File: config.mk
export PLATFORM = sky130hd
export DESIGN_NAME = rpc_root_port_ctl
export DESIGN_NICKNAME = d
export VERILOG_FILES = /design/src/inc/rpc_pkg.sv /design/src/rtl/rpc_pme_queue.sv /design/src/rtl/rpc_root_port_ctl.sv /design/src/rtl/rpc_sev_gate.sv
export SDC_FILE = /design/constraint.sdc
export NUM_CORES = 1
export LEC_CHECK = 0
export ABC_AREA = 1
export BUFFER_PORTS_ARGS = -buffer_cell sky130_fd_sc_hd__buf_2
export CAP_MARGIN = 20
export CORE_MARGIN = 3
export CORE_UTILIZATION = 39
export CTS_CLUSTER_DIAMETER = 80
export DETAILED_ROUTE_END_ITERATION = 6
export GPL_TIMING_DRIVEN = 0
export MAX_ROUTING_LAYER = met4
export PLACE_DENSITY = 0.67
export SYNTH_ARGS = -nofsm -noshare
export SYNTH_HDL_FRONTEND = slang
export SYNTH_SLANG_ARGS = --single-unit
File: constraint.sdc
create_clock -name sys_clk_in -period 2.9 [get_ports sys_clk_in]
set_input_delay 0.145 -clock sys_clk_in [delete_from_list [all_inputs] [get_ports sys_clk_in]]
set_output_delay 0.145 -clock sys_clk_in [all_outputs]
set_load 0.03 [all_outputs]
File: src/inc/rpc_pkg.sv
// Constants and types shared by the root-port control and status block.
// Assumes configuration accesses arrive as dword-aligned byte addresses.
package rpc_pkg;

  // Configuration-space byte offsets of the three registers.
  localparam logic [11:0] ROOT_CONTROL_OFFSET = 12'h0bc;
  localparam logic [11:0] ROOT_STATUS_OFFSET = 12'h0c0;
  localparam logic [11:0] LEGACY_EVENT_CONTROL_OFFSET = 12'h0ec;

  // Values after reset.
  localparam logic [15:0] ROOT_CONTROL_RESET = 16'h0000;
  localparam logic [31:0] ROOT_STATUS_RESET = 32'h0000_0000;
  localparam logic [31:0] LEGACY_EVENT_CONTROL_RESET = 32'h0000_0000;

  // Root control field positions.
  localparam int CTL_PME_INT_ENABLE_BIT = 3;
  localparam int CTL_SYSERR_FATAL_BIT = 2;
  localparam int CTL_SYSERR_NONFATAL_BIT = 1;
  localparam int CTL_SYSERR_CORR_BIT = 0;
  localparam int CTL_WIDTH = 4;

  // Root status field positions.
  localparam int STS_PME_PENDING_BIT = 17;
  localparam int STS_PME_STATUS_BIT = 16;
  localparam int STS_RID_WIDTH = 16;

  // Legacy event control field positions.
  localparam int LEG_PME_TO_GPE_BIT = 2;
  localparam int LEG_GPE_FORWARD_BIT = 0;

  // Byte lanes that carry the writable fields.
  localparam int CTL_BYTE_LANE = 0;
  localparam int STS_STATUS_BYTE_LANE = 2;
  localparam int LEG_BYTE_LANE = 0;

  // Depth of the queue that holds Pme_status waiting behind a set status bit.
  localparam int PME_QUEUE_DEPTH = 4;
  localparam int PME_QUEUE_PTR_WIDTH = 2;

  typedef enum logic {
    GPE_IDLE,
    GPE_ASSERTED
  } rpc_gpe_state_type;

endpackage

File: src/rtl/rpc_pme_queue.sv
// Queue of PME requester identifiers that wait while PME status is set.
// Assumes the owner pops only when it takes the head into status.
`timescale 1ns/100ps
`default_nettype none
module rpc_pme_queue #(
  parameter int WIDTH = rpc_pkg::STS_RID_WIDTH,
  parameter int DEPTH = rpc_pkg::PME_QUEUE_DEPTH,
  parameter int PTR_WIDTH = rpc_pkg::PME_QUEUE_PTR_WIDTH
) (
  input wire logic sys_clk_in,
  input wire logic rst_n_in,
  input wire logic push_in,
  input wire logic [WIDTH-1:0] push_data_in,
  input wire logic pop_in,
  output logic [WIDTH-1:0] head_out,
  output logic empty_out,
  output logic full_out
);

  typedef struct packed {
    logic [DEPTH-1:0][WIDTH-1:0] mem;
    logic [PTR_WIDTH-1:0] wptr;
    logic [PTR_WIDTH-1:0] rptr;
    logic [PTR_WIDTH:0] count;
  } rpc_queue_state_type;

  rpc_queue_state_type st;
  rpc_queue_state_type next_st;
  logic push_ok;
  logic pop_ok;

  // A push into a full queue is allowed only when the head leaves in the same cycle.
  assign pop_ok = pop_in & ~empty_out;
  assign push_ok = push_in & (~full_out | pop_ok);

  always_comb begin
    next_st = st;
    if (push_ok) begin
      next_st.mem[st.wptr] = push_data_in;
      next_st.wptr = st.wptr + 1'b1;
    end
    if (pop_ok) begin
      next_st.rptr = st.rptr + 1'b1;
    end
    if (push_ok && !pop_ok) begin
      next_st.count = st.count + 1'b1;
    end else if (pop_ok && !push_ok) begin
      next_st.count = st.count - 1'b1;
    end
  end

  always_ff @(posedge sys_clk_in) begin
    if (!rst_n_in) begin
      st <= '0;
    end else begin
      st <= next_st;
    end
  end

  assign head_out = st.mem[st.rptr];
  assign empty_out = (st.count == '0);
  assign full_out = (st.count == DEPTH[PTR_WIDTH:0]);
endmodule // rpc_pme_queue
`default_nettype wire

File: src/rtl/rpc_root_port_ctl.sv
// Root-port control and status: system-error gating, PME capture and queueing,
// PME interrupt and legacy general-purpose-event messages.
// Assumes configuration reads and writes come as one-cycle strobes on the core clock
// and that link-side message pulses come from logic on the same clock.
//
// Notes on behaviour
// - With the PME interrupt enable clear no interrupt is raised for Pme_status.
// - With the PME interrupt enable set a recorded PME raises the interrupt.
// - Setting the PME interrupt enable while PME status is set raises the interrupt at once.
// - A fatal error from the port or below raises a system error only if its enable is set.
// - A non-fatal error raises a system error only if its enable is set.
// - A correctable error raises a system error only if its enable is set.
// - The severity enables apply both to own detected errors and to received error messages.
// - The severity enables alone decide, and no generic command-register enable overrides them.
// - An accepted PME sets PME status and records the requester identifier in bits 15:0.
// - Software clears PME status by writing one, and while set the recorded PME is kept.
// - The read-only pending flag shows that another PME waits while status is set.
// - After status is cleared a waiting PME is delivered with its identifier.
// - The pending flag clears itself once no PME waits.
// - With PME-to-event enabled a received PME sends assert and later deassert messages.
// - With forwarding enabled received event messages go upstream, otherwise they are dropped.
// - Root control reads zero after reset, so every enable starts off.
`timescale 1ns/100ps
`default_nettype none
module rpc_root_port_ctl (
  input wire logic sys_clk_in,
  input wire logic rst_n_in,
  input wire logic cfg_wr_in,
  input wire logic cfg_rd_in,
  input wire logic [11:0] cfg_addr_in,
  input wire logic [3:0] cfg_be_in,
  input wire logic [31:0] cfg_wdata_in,
  output logic [31:0] cfg_rdata_out,
  output logic cfg_rd_valid_out,
  input wire logic dev_err_fatal_in,
  input wire logic dev_err_nonfatal_in,
  input wire logic dev_err_corr_in,
  input wire logic msg_err_fatal_in,
  input wire logic msg_err_nonfatal_in,
  input wire logic msg_err_corr_in,
  output logic syserr_out,
  input wire logic pme_msg_valid_in,
  input wire logic [15:0] pme_msg_rid_in,
  output logic pme_msg_ready_out,
  output logic pme_int_out,
  input wire logic gpe_assert_msg_in,
  input wire logic gpe_deassert_msg_in,
  output logic pme_gpe_assert_msg_out,
  output logic pme_gpe_deassert_msg_out,
  output logic gpe_assert_msg_out,
  output logic gpe_deassert_msg_out
);

  typedef struct packed {
    logic [rpc_pkg::CTL_WIDTH-1:0] ctl;
    logic pme_to_gpe_enable;
    logic gpe_forward_enable;
    logic pme_status;
    logic [rpc_pkg::STS_RID_WIDTH-1:0] pme_requester_id;
    logic pme_int;
    rpc_pkg::rpc_gpe_state_type gpe_state;
    logic pme_gpe_assert_msg;
    logic pme_gpe_deassert_msg;
    logic gpe_assert_msg;
    logic gpe_deassert_msg;
    logic [31:0] rdata;
    logic rd_valid;
  } rpc_main_state_type;

  rpc_main_state_type st;
  rpc_main_state_type next_st;

  logic ctl_sel;
  logic sts_sel;
  logic leg_sel;
  logic sts_clear;
  logic status_free;
  logic pme_accept;
  logic pme_load;
  logic queue_push;
  logic queue_pop;
  logic [15:0] queue_head;
  logic queue_empty;
  logic queue_full;
  logic hit_fatal;
  logic hit_nonfatal;
  logic hit_corr;

  assign ctl_sel = (cfg_addr_in[11:2] == rpc_pkg::ROOT_CONTROL_OFFSET[11:2]);
  assign sts_sel = (cfg_addr_in[11:2] == rpc_pkg::ROOT_STATUS_OFFSET[11:2]);
  assign leg_sel = (cfg_addr_in[11:2] == rpc_pkg::LEGACY_EVENT_CONTROL_OFFSET[11:2]);

  // Write-one-to-clear of PME status on its own byte lane.
  assign sts_clear = cfg_wr_in & sts_sel & cfg_be_in[rpc_pkg::STS_STATUS_BYTE_LANE]
    & cfg_wdata_in[rpc_pkg::STS_PME_STATUS_BIT];

  // Status is free for a new PME when it is clear or being cleared this very cycle,
  // so a PME arriving with the clear is never lost.
  assign status_free = ~st.pme_status | sts_clear;
  assign pme_msg_ready_out = ~queue_full | status_free;
  assign pme_accept = pme_msg_valid_in & pme_msg_ready_out;

  rpc_pme_queue u_queue (
    .sys_clk_in(sys_clk_in),
    .rst_n_in(rst_n_in),
    .push_in(queue_push),
    .push_data_in(pme_msg_rid_in),
    .pop_in(queue_pop),
    .head_out(queue_head),
    .empty_out(queue_empty),
    .full_out(queue_full)
  );

  rpc_sev_gate u_gate_fatal (
    .sys_clk_in(sys_clk_in),
    .rst_n_in(rst_n_in),
    .enable_in(st.ctl[rpc_pkg::CTL_SYSERR_FATAL_BIT]),
    .own_err_in(dev_err_fatal_in),
    .msg_err_in(msg_err_fatal_in),
    .hit_out(hit_fatal)
  );

  rpc_sev_gate u_gate_nonfatal (
    .sys_clk_in(sys_clk_in),
    .rst_n_in(rst_n_in),
    .enable_in(st.ctl[rpc_pkg::CTL_SYSERR_NONFATAL_BIT]),
    .own_err_in(dev_err_nonfatal_in),
    .msg_err_in(msg_err_nonfatal_in),
    .hit_out(hit_nonfatal)
  );

  rpc_sev_gate u_gate_corr (
    .sys_clk_in(sys_clk_in),
    .rst_n_in(rst_n_in),
    .enable_in(st.ctl[rpc_pkg::CTL_SYSERR_CORR_BIT]),
    .own_err_in(dev_err_corr_in),
    .msg_err_in(msg_err_corr_in),
    .hit_out(hit_corr)
  );

  // The generic command-register error enable has no input here on purpose.
  assign syserr_out = hit_fatal | hit_nonfatal | hit_corr;

  always_comb begin
    next_st = st;
    next_st.pme_gpe_assert_msg = 1'b0;
    next_st.pme_gpe_deassert_msg = 1'b0;
    next_st.rd_valid = 1'b0;
    pme_load = 1'b0;
    queue_pop = 1'b0;
    queue_push = 1'b0;

    // Only the defined bits are stored; the rest of each word is dropped.
    if (cfg_wr_in && ctl_sel && cfg_be_in[rpc_pkg::CTL_BYTE_LANE]) begin
      next_st.ctl = cfg_wdata_in[rpc_pkg::CTL_WIDTH-1:0];
    end
    if (cfg_wr_in && leg_sel && cfg_be_in[rpc_pkg::LEG_BYTE_LANE]) begin
      next_st.pme_to_gpe_enable = cfg_wdata_in[rpc_pkg::LEG_PME_TO_GPE_BIT];
      next_st.gpe_forward_enable = cfg_wdata_in[rpc_pkg::LEG_GPE_FORWARD_BIT];
    end

    // PME capture: a waiting PME goes first, a new one queues behind it.
    if (status_free) begin
      if (!queue_empty) begin
        queue_pop = 1'b1;
        queue_push = pme_accept;
        next_st.pme_requester_id = queue_head;
        pme_load = 1'b1;
      end else if (pme_accept) begin
        next_st.pme_requester_id = pme_msg_rid_in;
        pme_load = 1'b1;
      end
      next_st.pme_status = pme_load;
    end else begin
      queue_push = pme_accept;
    end

    // Level interrupt follows enable and status, which also covers a late enable.
    next_st.pme_int = next_st.ctl[rpc_pkg::CTL_PME_INT_ENABLE_BIT] & next_st.pme_status;

    // Legacy event messages tied to PME delivery.
    unique case (st.gpe_state)
      rpc_pkg::GPE_IDLE: begin
        if (pme_load && st.pme_to_gpe_enable) begin
          next_st.pme_gpe_assert_msg = 1'b1;
          next_st.gpe_state = rpc_pkg::GPE_ASSERTED;
        end
      end
      rpc_pkg::GPE_ASSERTED: begin
        if (!next_st.pme_status) begin
          next_st.pme_gpe_deassert_msg = 1'b1;
          next_st.gpe_state = rpc_pkg::GPE_IDLE;
        end
      end
    endcase

    // Received event messages are relayed one cycle later or dropped.
    next_st.gpe_assert_msg = gpe_assert_msg_in & st.gpe_forward_enable;
    next_st.gpe_deassert_msg = gpe_deassert_msg_in & st.gpe_forward_enable;

    // Read data is taken one cycle after the strobe; unmapped words read zero.
    if (cfg_rd_in) begin
      next_st.rd_valid = 1'b1;
      next_st.rdata = '0;
      if (ctl_sel) begin
        next_st.rdata[rpc_pkg::CTL_WIDTH-1:0] = st.ctl;
      end else if (sts_sel) begin
        next_st.rdata[rpc_pkg::STS_PME_PENDING_BIT] = ~queue_empty;
        next_st.rdata[rpc_pkg::STS_PME_STATUS_BIT] = st.pme_status;
        next_st.rdata[rpc_pkg::STS_RID_WIDTH-1:0] = st.pme_requester_id;
      end else if (leg_sel) begin
        next_st.rdata[rpc_pkg::LEG_PME_TO_GPE_BIT] = st.pme_to_gpe_enable;
        next_st.rdata[rpc_pkg::LEG_GPE_FORWARD_BIT] = st.gpe_forward_enable;
      end
    end
  end

  always_ff @(posedge sys_clk_in) begin
    if (!rst_n_in) begin
      st <= '0;
      st.ctl <= rpc_pkg::ROOT_CONTROL_RESET[rpc_pkg::CTL_WIDTH-1:0];
      st.pme_status <= rpc_pkg::ROOT_STATUS_RESET[rpc_pkg::STS_PME_STATUS_BIT];
      st.pme_requester_id <= rpc_pkg::ROOT_STATUS_RESET[rpc_pkg::STS_RID_WIDTH-1:0];
      st.pme_to_gpe_enable <= rpc_pkg::LEGACY_EVENT_CONTROL_RESET[rpc_pkg::LEG_PME_TO_GPE_BIT];
      st.gpe_forward_enable <= rpc_pkg::LEGACY_EVENT_CONTROL_RESET[rpc_pkg::LEG_GPE_FORWARD_BIT];
      st.gpe_state <= rpc_pkg::GPE_IDLE;
    end else begin
      st <= next_st;
    end
  end

  assign cfg_rdata_out = st.rdata;
  assign cfg_rd_valid_out = st.rd_valid;
  assign pme_int_out = st.pme_int;
  assign pme_gpe_assert_msg_out = st.pme_gpe_assert_msg;
  assign pme_gpe_deassert_msg_out = st.pme_gpe_deassert_msg;
  assign gpe_assert_msg_out = st.gpe_assert_msg;
  assign gpe_deassert_msg_out = st.gpe_deassert_msg;
endmodule // rpc_root_port_ctl
`default_nettype wire

File: src/rtl/rpc_sev_gate.sv
// One severity of system-error gating: own and received errors through an enable.
// Assumes both error inputs are one-cycle pulses on the core clock.
`timescale 1ns/100ps
`default_nettype none
module rpc_sev_gate (
  input wire logic sys_clk_in,
  input wire logic rst_n_in,
  input wire logic enable_in,
  input wire logic own_err_in,
  input wire logic msg_err_in,
  output logic hit_out
);

  typedef struct packed {
    logic hit;
  } rpc_gate_state_type;

  rpc_gate_state_type st;
  rpc_gate_state_type next_st;

  always_comb begin
    next_st = st;
    next_st.hit = enable_in & (own_err_in | msg_err_in);
  end

  always_ff @(posedge sys_clk_in) begin
    if (!rst_n_in) begin
      st <= '0;
    end else begin
      st <= next_st;
    end
  end

  assign hit_out = st.hit;
endmodule // rpc_sev_gate
`default_nettype wire

==> impl_results.md <==
- Total design power: 5.949 mW
- Worst-path clk slew: 0.05 ns
- Synth warnings: 0
- Total placed cells including tap cells: 1119
- Final setup TNS: 0 ns
- P_leak: 3.579 nW
- Postcts setup bufs: 0
- RSZ-0062 raised after global routing: no
- 1st-iter DRT viols: 292
- Clk Latency, worst-skew pair: 0.41 ns
- Run status: completed
- Antenna violations before repair: 0
- Final Skew: 0.008935 ns
- Ant. Diodes: 0
- Worst path cell trace: nor2_1 -> nand2_1 -> clkbuf_1 -> buf_2 -> nand2_1 -> ha_1 -> inv_1 -> fa_1 -> a21oi_1 -> o21ai_0 -> o21ai_0 -> a21oi_1
- Die width: 128.7 um
- Crit path capture: u_queue.st[2]
- # IOs: 117
- Fin cells: 1161
- Unique masters post-synth: 34
- PwrDens: 823.9 nW/um^2
- Initial Utilization: 0.4007
- Mean cell area of the mapped netlist: 6.896 sq um
- Number of synthesized register bits: 122
- DRC Markers: 0
- CP endpoint kind: register
- # rows: 44
- Routed wire per std cell: 12.39 um
- R2R setup slack: 0.44 ns
- Cell Area, Placed: 6502 sq um
- Worst min-delay path class: primary input to register
- Worst Path Max Fanout: 10
- Die Y-Extent: 128.7 um
- Post-Route WL: 14390 um
- Drt first pass iters: 5
- Max-cap check violation count: 0
- R2r startpoint: u_queue.st[0]
- Port Buffers: 71
- Synth top cells by count: nand2_1, nor2_1, dfxtp_1, inv_1, a21oi_1
- CTS Root Cell: clkbuf_16
- Critical Path Source: u_queue.st[0]
- TritonCTS clock tree: yes
- Sequential area share after synthesis: 0.4162
- Post-synth top area cell: dfxtp_1
- Hpwl dp: 10480 um
- Die ar.: 16550 sq um
- Least-Margin Pin Slew: 0.6080 ns
- Max VDD drop: 0.5109 mV
- Crit path DAT: 2.75 ns
- Via count: 5238
- Crit-path max cell delay: 0.37 ns
- Core Area: 14640 sq um
- Hold_ws: 0.02999 ns
- Post-synth ARST share: 0
- Fmax: 407.3 MHz
- EDFF count, synth: 0
- Gpl congestion: 0.8706
- Final hold vios: 0
- Required @ worst endpoint: 3.19 ns
- Syn Inst Count: 851
- Design Area, Final: 7221 sq um
- Main synth FF type: dfxtp_1
- Share of the synthesized area in the top cell type: 0.4162
- Share of layout cells above drive strength 1: 0.1689
- Final Net Count: 1047
- Util after Layout: 0.4931
- Clock Path Buffers: 2
- Final WS setup: 0.4447 ns
- Top-count cell post-synth: nand2_1
- Total CTS buffers: 17
- CTS Sinks: 122
- Number of global-route vias before repair: 4727
- CP max-delay cell: fa_1
- Worst R2R Path Depth: 12
- Mapped Area: 5868 sq um
- Area Growth Syn to Fin: 23.05%
- FF-to-FF End: u_queue.st[2]
- GRT Overall Usage: 0.1831
- Synth top area cells: dfxtp_1, nand2_1, nor2_1
- H-tree depth: 4
- Final count of pins violating max slew: 0
- ANT nets after route: 0
- Buf/Inv on CP: 3
- WHS Path Cells: 3
- Pin count of the biggest net entering global routing: 17
- Final cycle utilization of the critical path: 0.8467
- Tmin final: 2.455 ns
- Setup violators final: 0
- Crit path max-delay family: adder cells
- Relative slew slack: 0.5946
- Post-place setup slack: 0.5001 ns
- Worst Setup Start Kind: register
- PostCTS Resize Cnt: 0
- Grt total ovfl: 0
- Mean number of vias per cell: 4.512
- Critical path type: register to register
- WP depth: 12
- Hold_sp: cfg_rd_in
- Global-route wire length before repair: 23310 um
- Post-CTS Hold Buffers: 10
[sequential cells by signal, summed over array words and instances (netlist names)]
register,count
u_gate_fatal.hit_out,1
cfg_rdata_out,18
u_queue.st,71
pme_int_out,1
pme_gpe_deassert_msg_out,1
gpe_deassert_msg_out,1
cfg_rd_valid_out,1
pme_gpe_assert_msg_out,1
u_gate_corr.hit_out,1
gpe_assert_msg_out,1
u_gate_nonfatal.hit_out,1
st,24
[tightest hold or removal path, delay by kind of cell]
| kind | cells | cell delay, ns |
|---|---|---|
| buffers and inverters | 2 | 0.18 |
| AND/OR/NAND/NOR | 1 | 0.07 |
[placed cells by master (no fill, tap or decap), drive strengths merged]
cell type | synthesis | routed
or3 | 1 | 1
o211ai | 3 | 3
clkinv | 3 | 6
a211oi | 3 | 3
o21ai | 64 | 64
nor3 | 6 | 6
nor3b | 1 | 1
fa | 1 | 1
nand3 | 7 | 7
nor2 | 159 | 159
dfxtp | 122 | 122
bufinv | 0 | 3
inv | 91 | 91
a21boi | 16 | 16
clkbuf | 19 | 45
and3 | 1 | 1
xor2 | 1 | 1
dlygate4sd3 | 0 | 10
ha | 5 | 5
buf | 55 | 126
nand4 | 7 | 7
nand2 | 214 | 214
a21oi | 71 | 71
conb | 1 | 14
[power by group]
part	total, mW	switching, mW	internal (mW)
combinational	1.69	1.11	0.587
clock	2.20	0.732	1.46
sequential	2.06	0.121	1.94
total	5.95	1.96	3.99
[per-layer routing]
layer  vias to the layer above  routed length [um]  GRT usage
met4                         0                 193    0.05868
met5                         -                   0          -
met3                        16                 783    0.04276
met1                      2261                7042     0.2417
li1                       2828                   -          -
met2                       133                6371     0.2780
[final cells by class]
| class | instances | area (sq um) |
|---|---|---|
| repair buffers | 81 | 455.4 |
| plain buffers | 74 | 486.7 |
| fillers | 1442 | 7423 |
| inverters | 94 | 352.8 |
| multi-input cells | 574 | 2635 |
| clock inverters | 6 | 108.9 |
| well taps | 184 | 230.2 |
| clock buffers | 26 | 509.2 |
| flip-flops and latches | 122 | 2442 |
[how the worst min path moves through the flow]
| stage | endpoint | slack (ns) |
|---|---|---|
| final | cfg_rd_valid_out | 0.03 |
| after global routing | u_gate_nonfatal.hit_out | 0.02 |
| after CTS | cfg_rd_valid_out | 0.01 |
| after detailed placement | gpe_deassert_msg_out | 0.37 |
| after global placement | gpe_deassert_msg_out | 0.37 |
| after floorplan | cfg_rd_valid_out | 0.24 |
[kinds of logic (layout without fill, tap and decap cells)]
family,after synthesis,in the layout,synth area share
flops,122,122,0.4162
other cells,1,14,0.0006390
compound gates,157,157,0.1439
simple gates,396,396,0.2806
buf+inv,168,281,0.1431
xor+xnor,1,1,0.001493
fa+ha+maj,6,6,0.01407
Power figures use the tool's default switching activity.
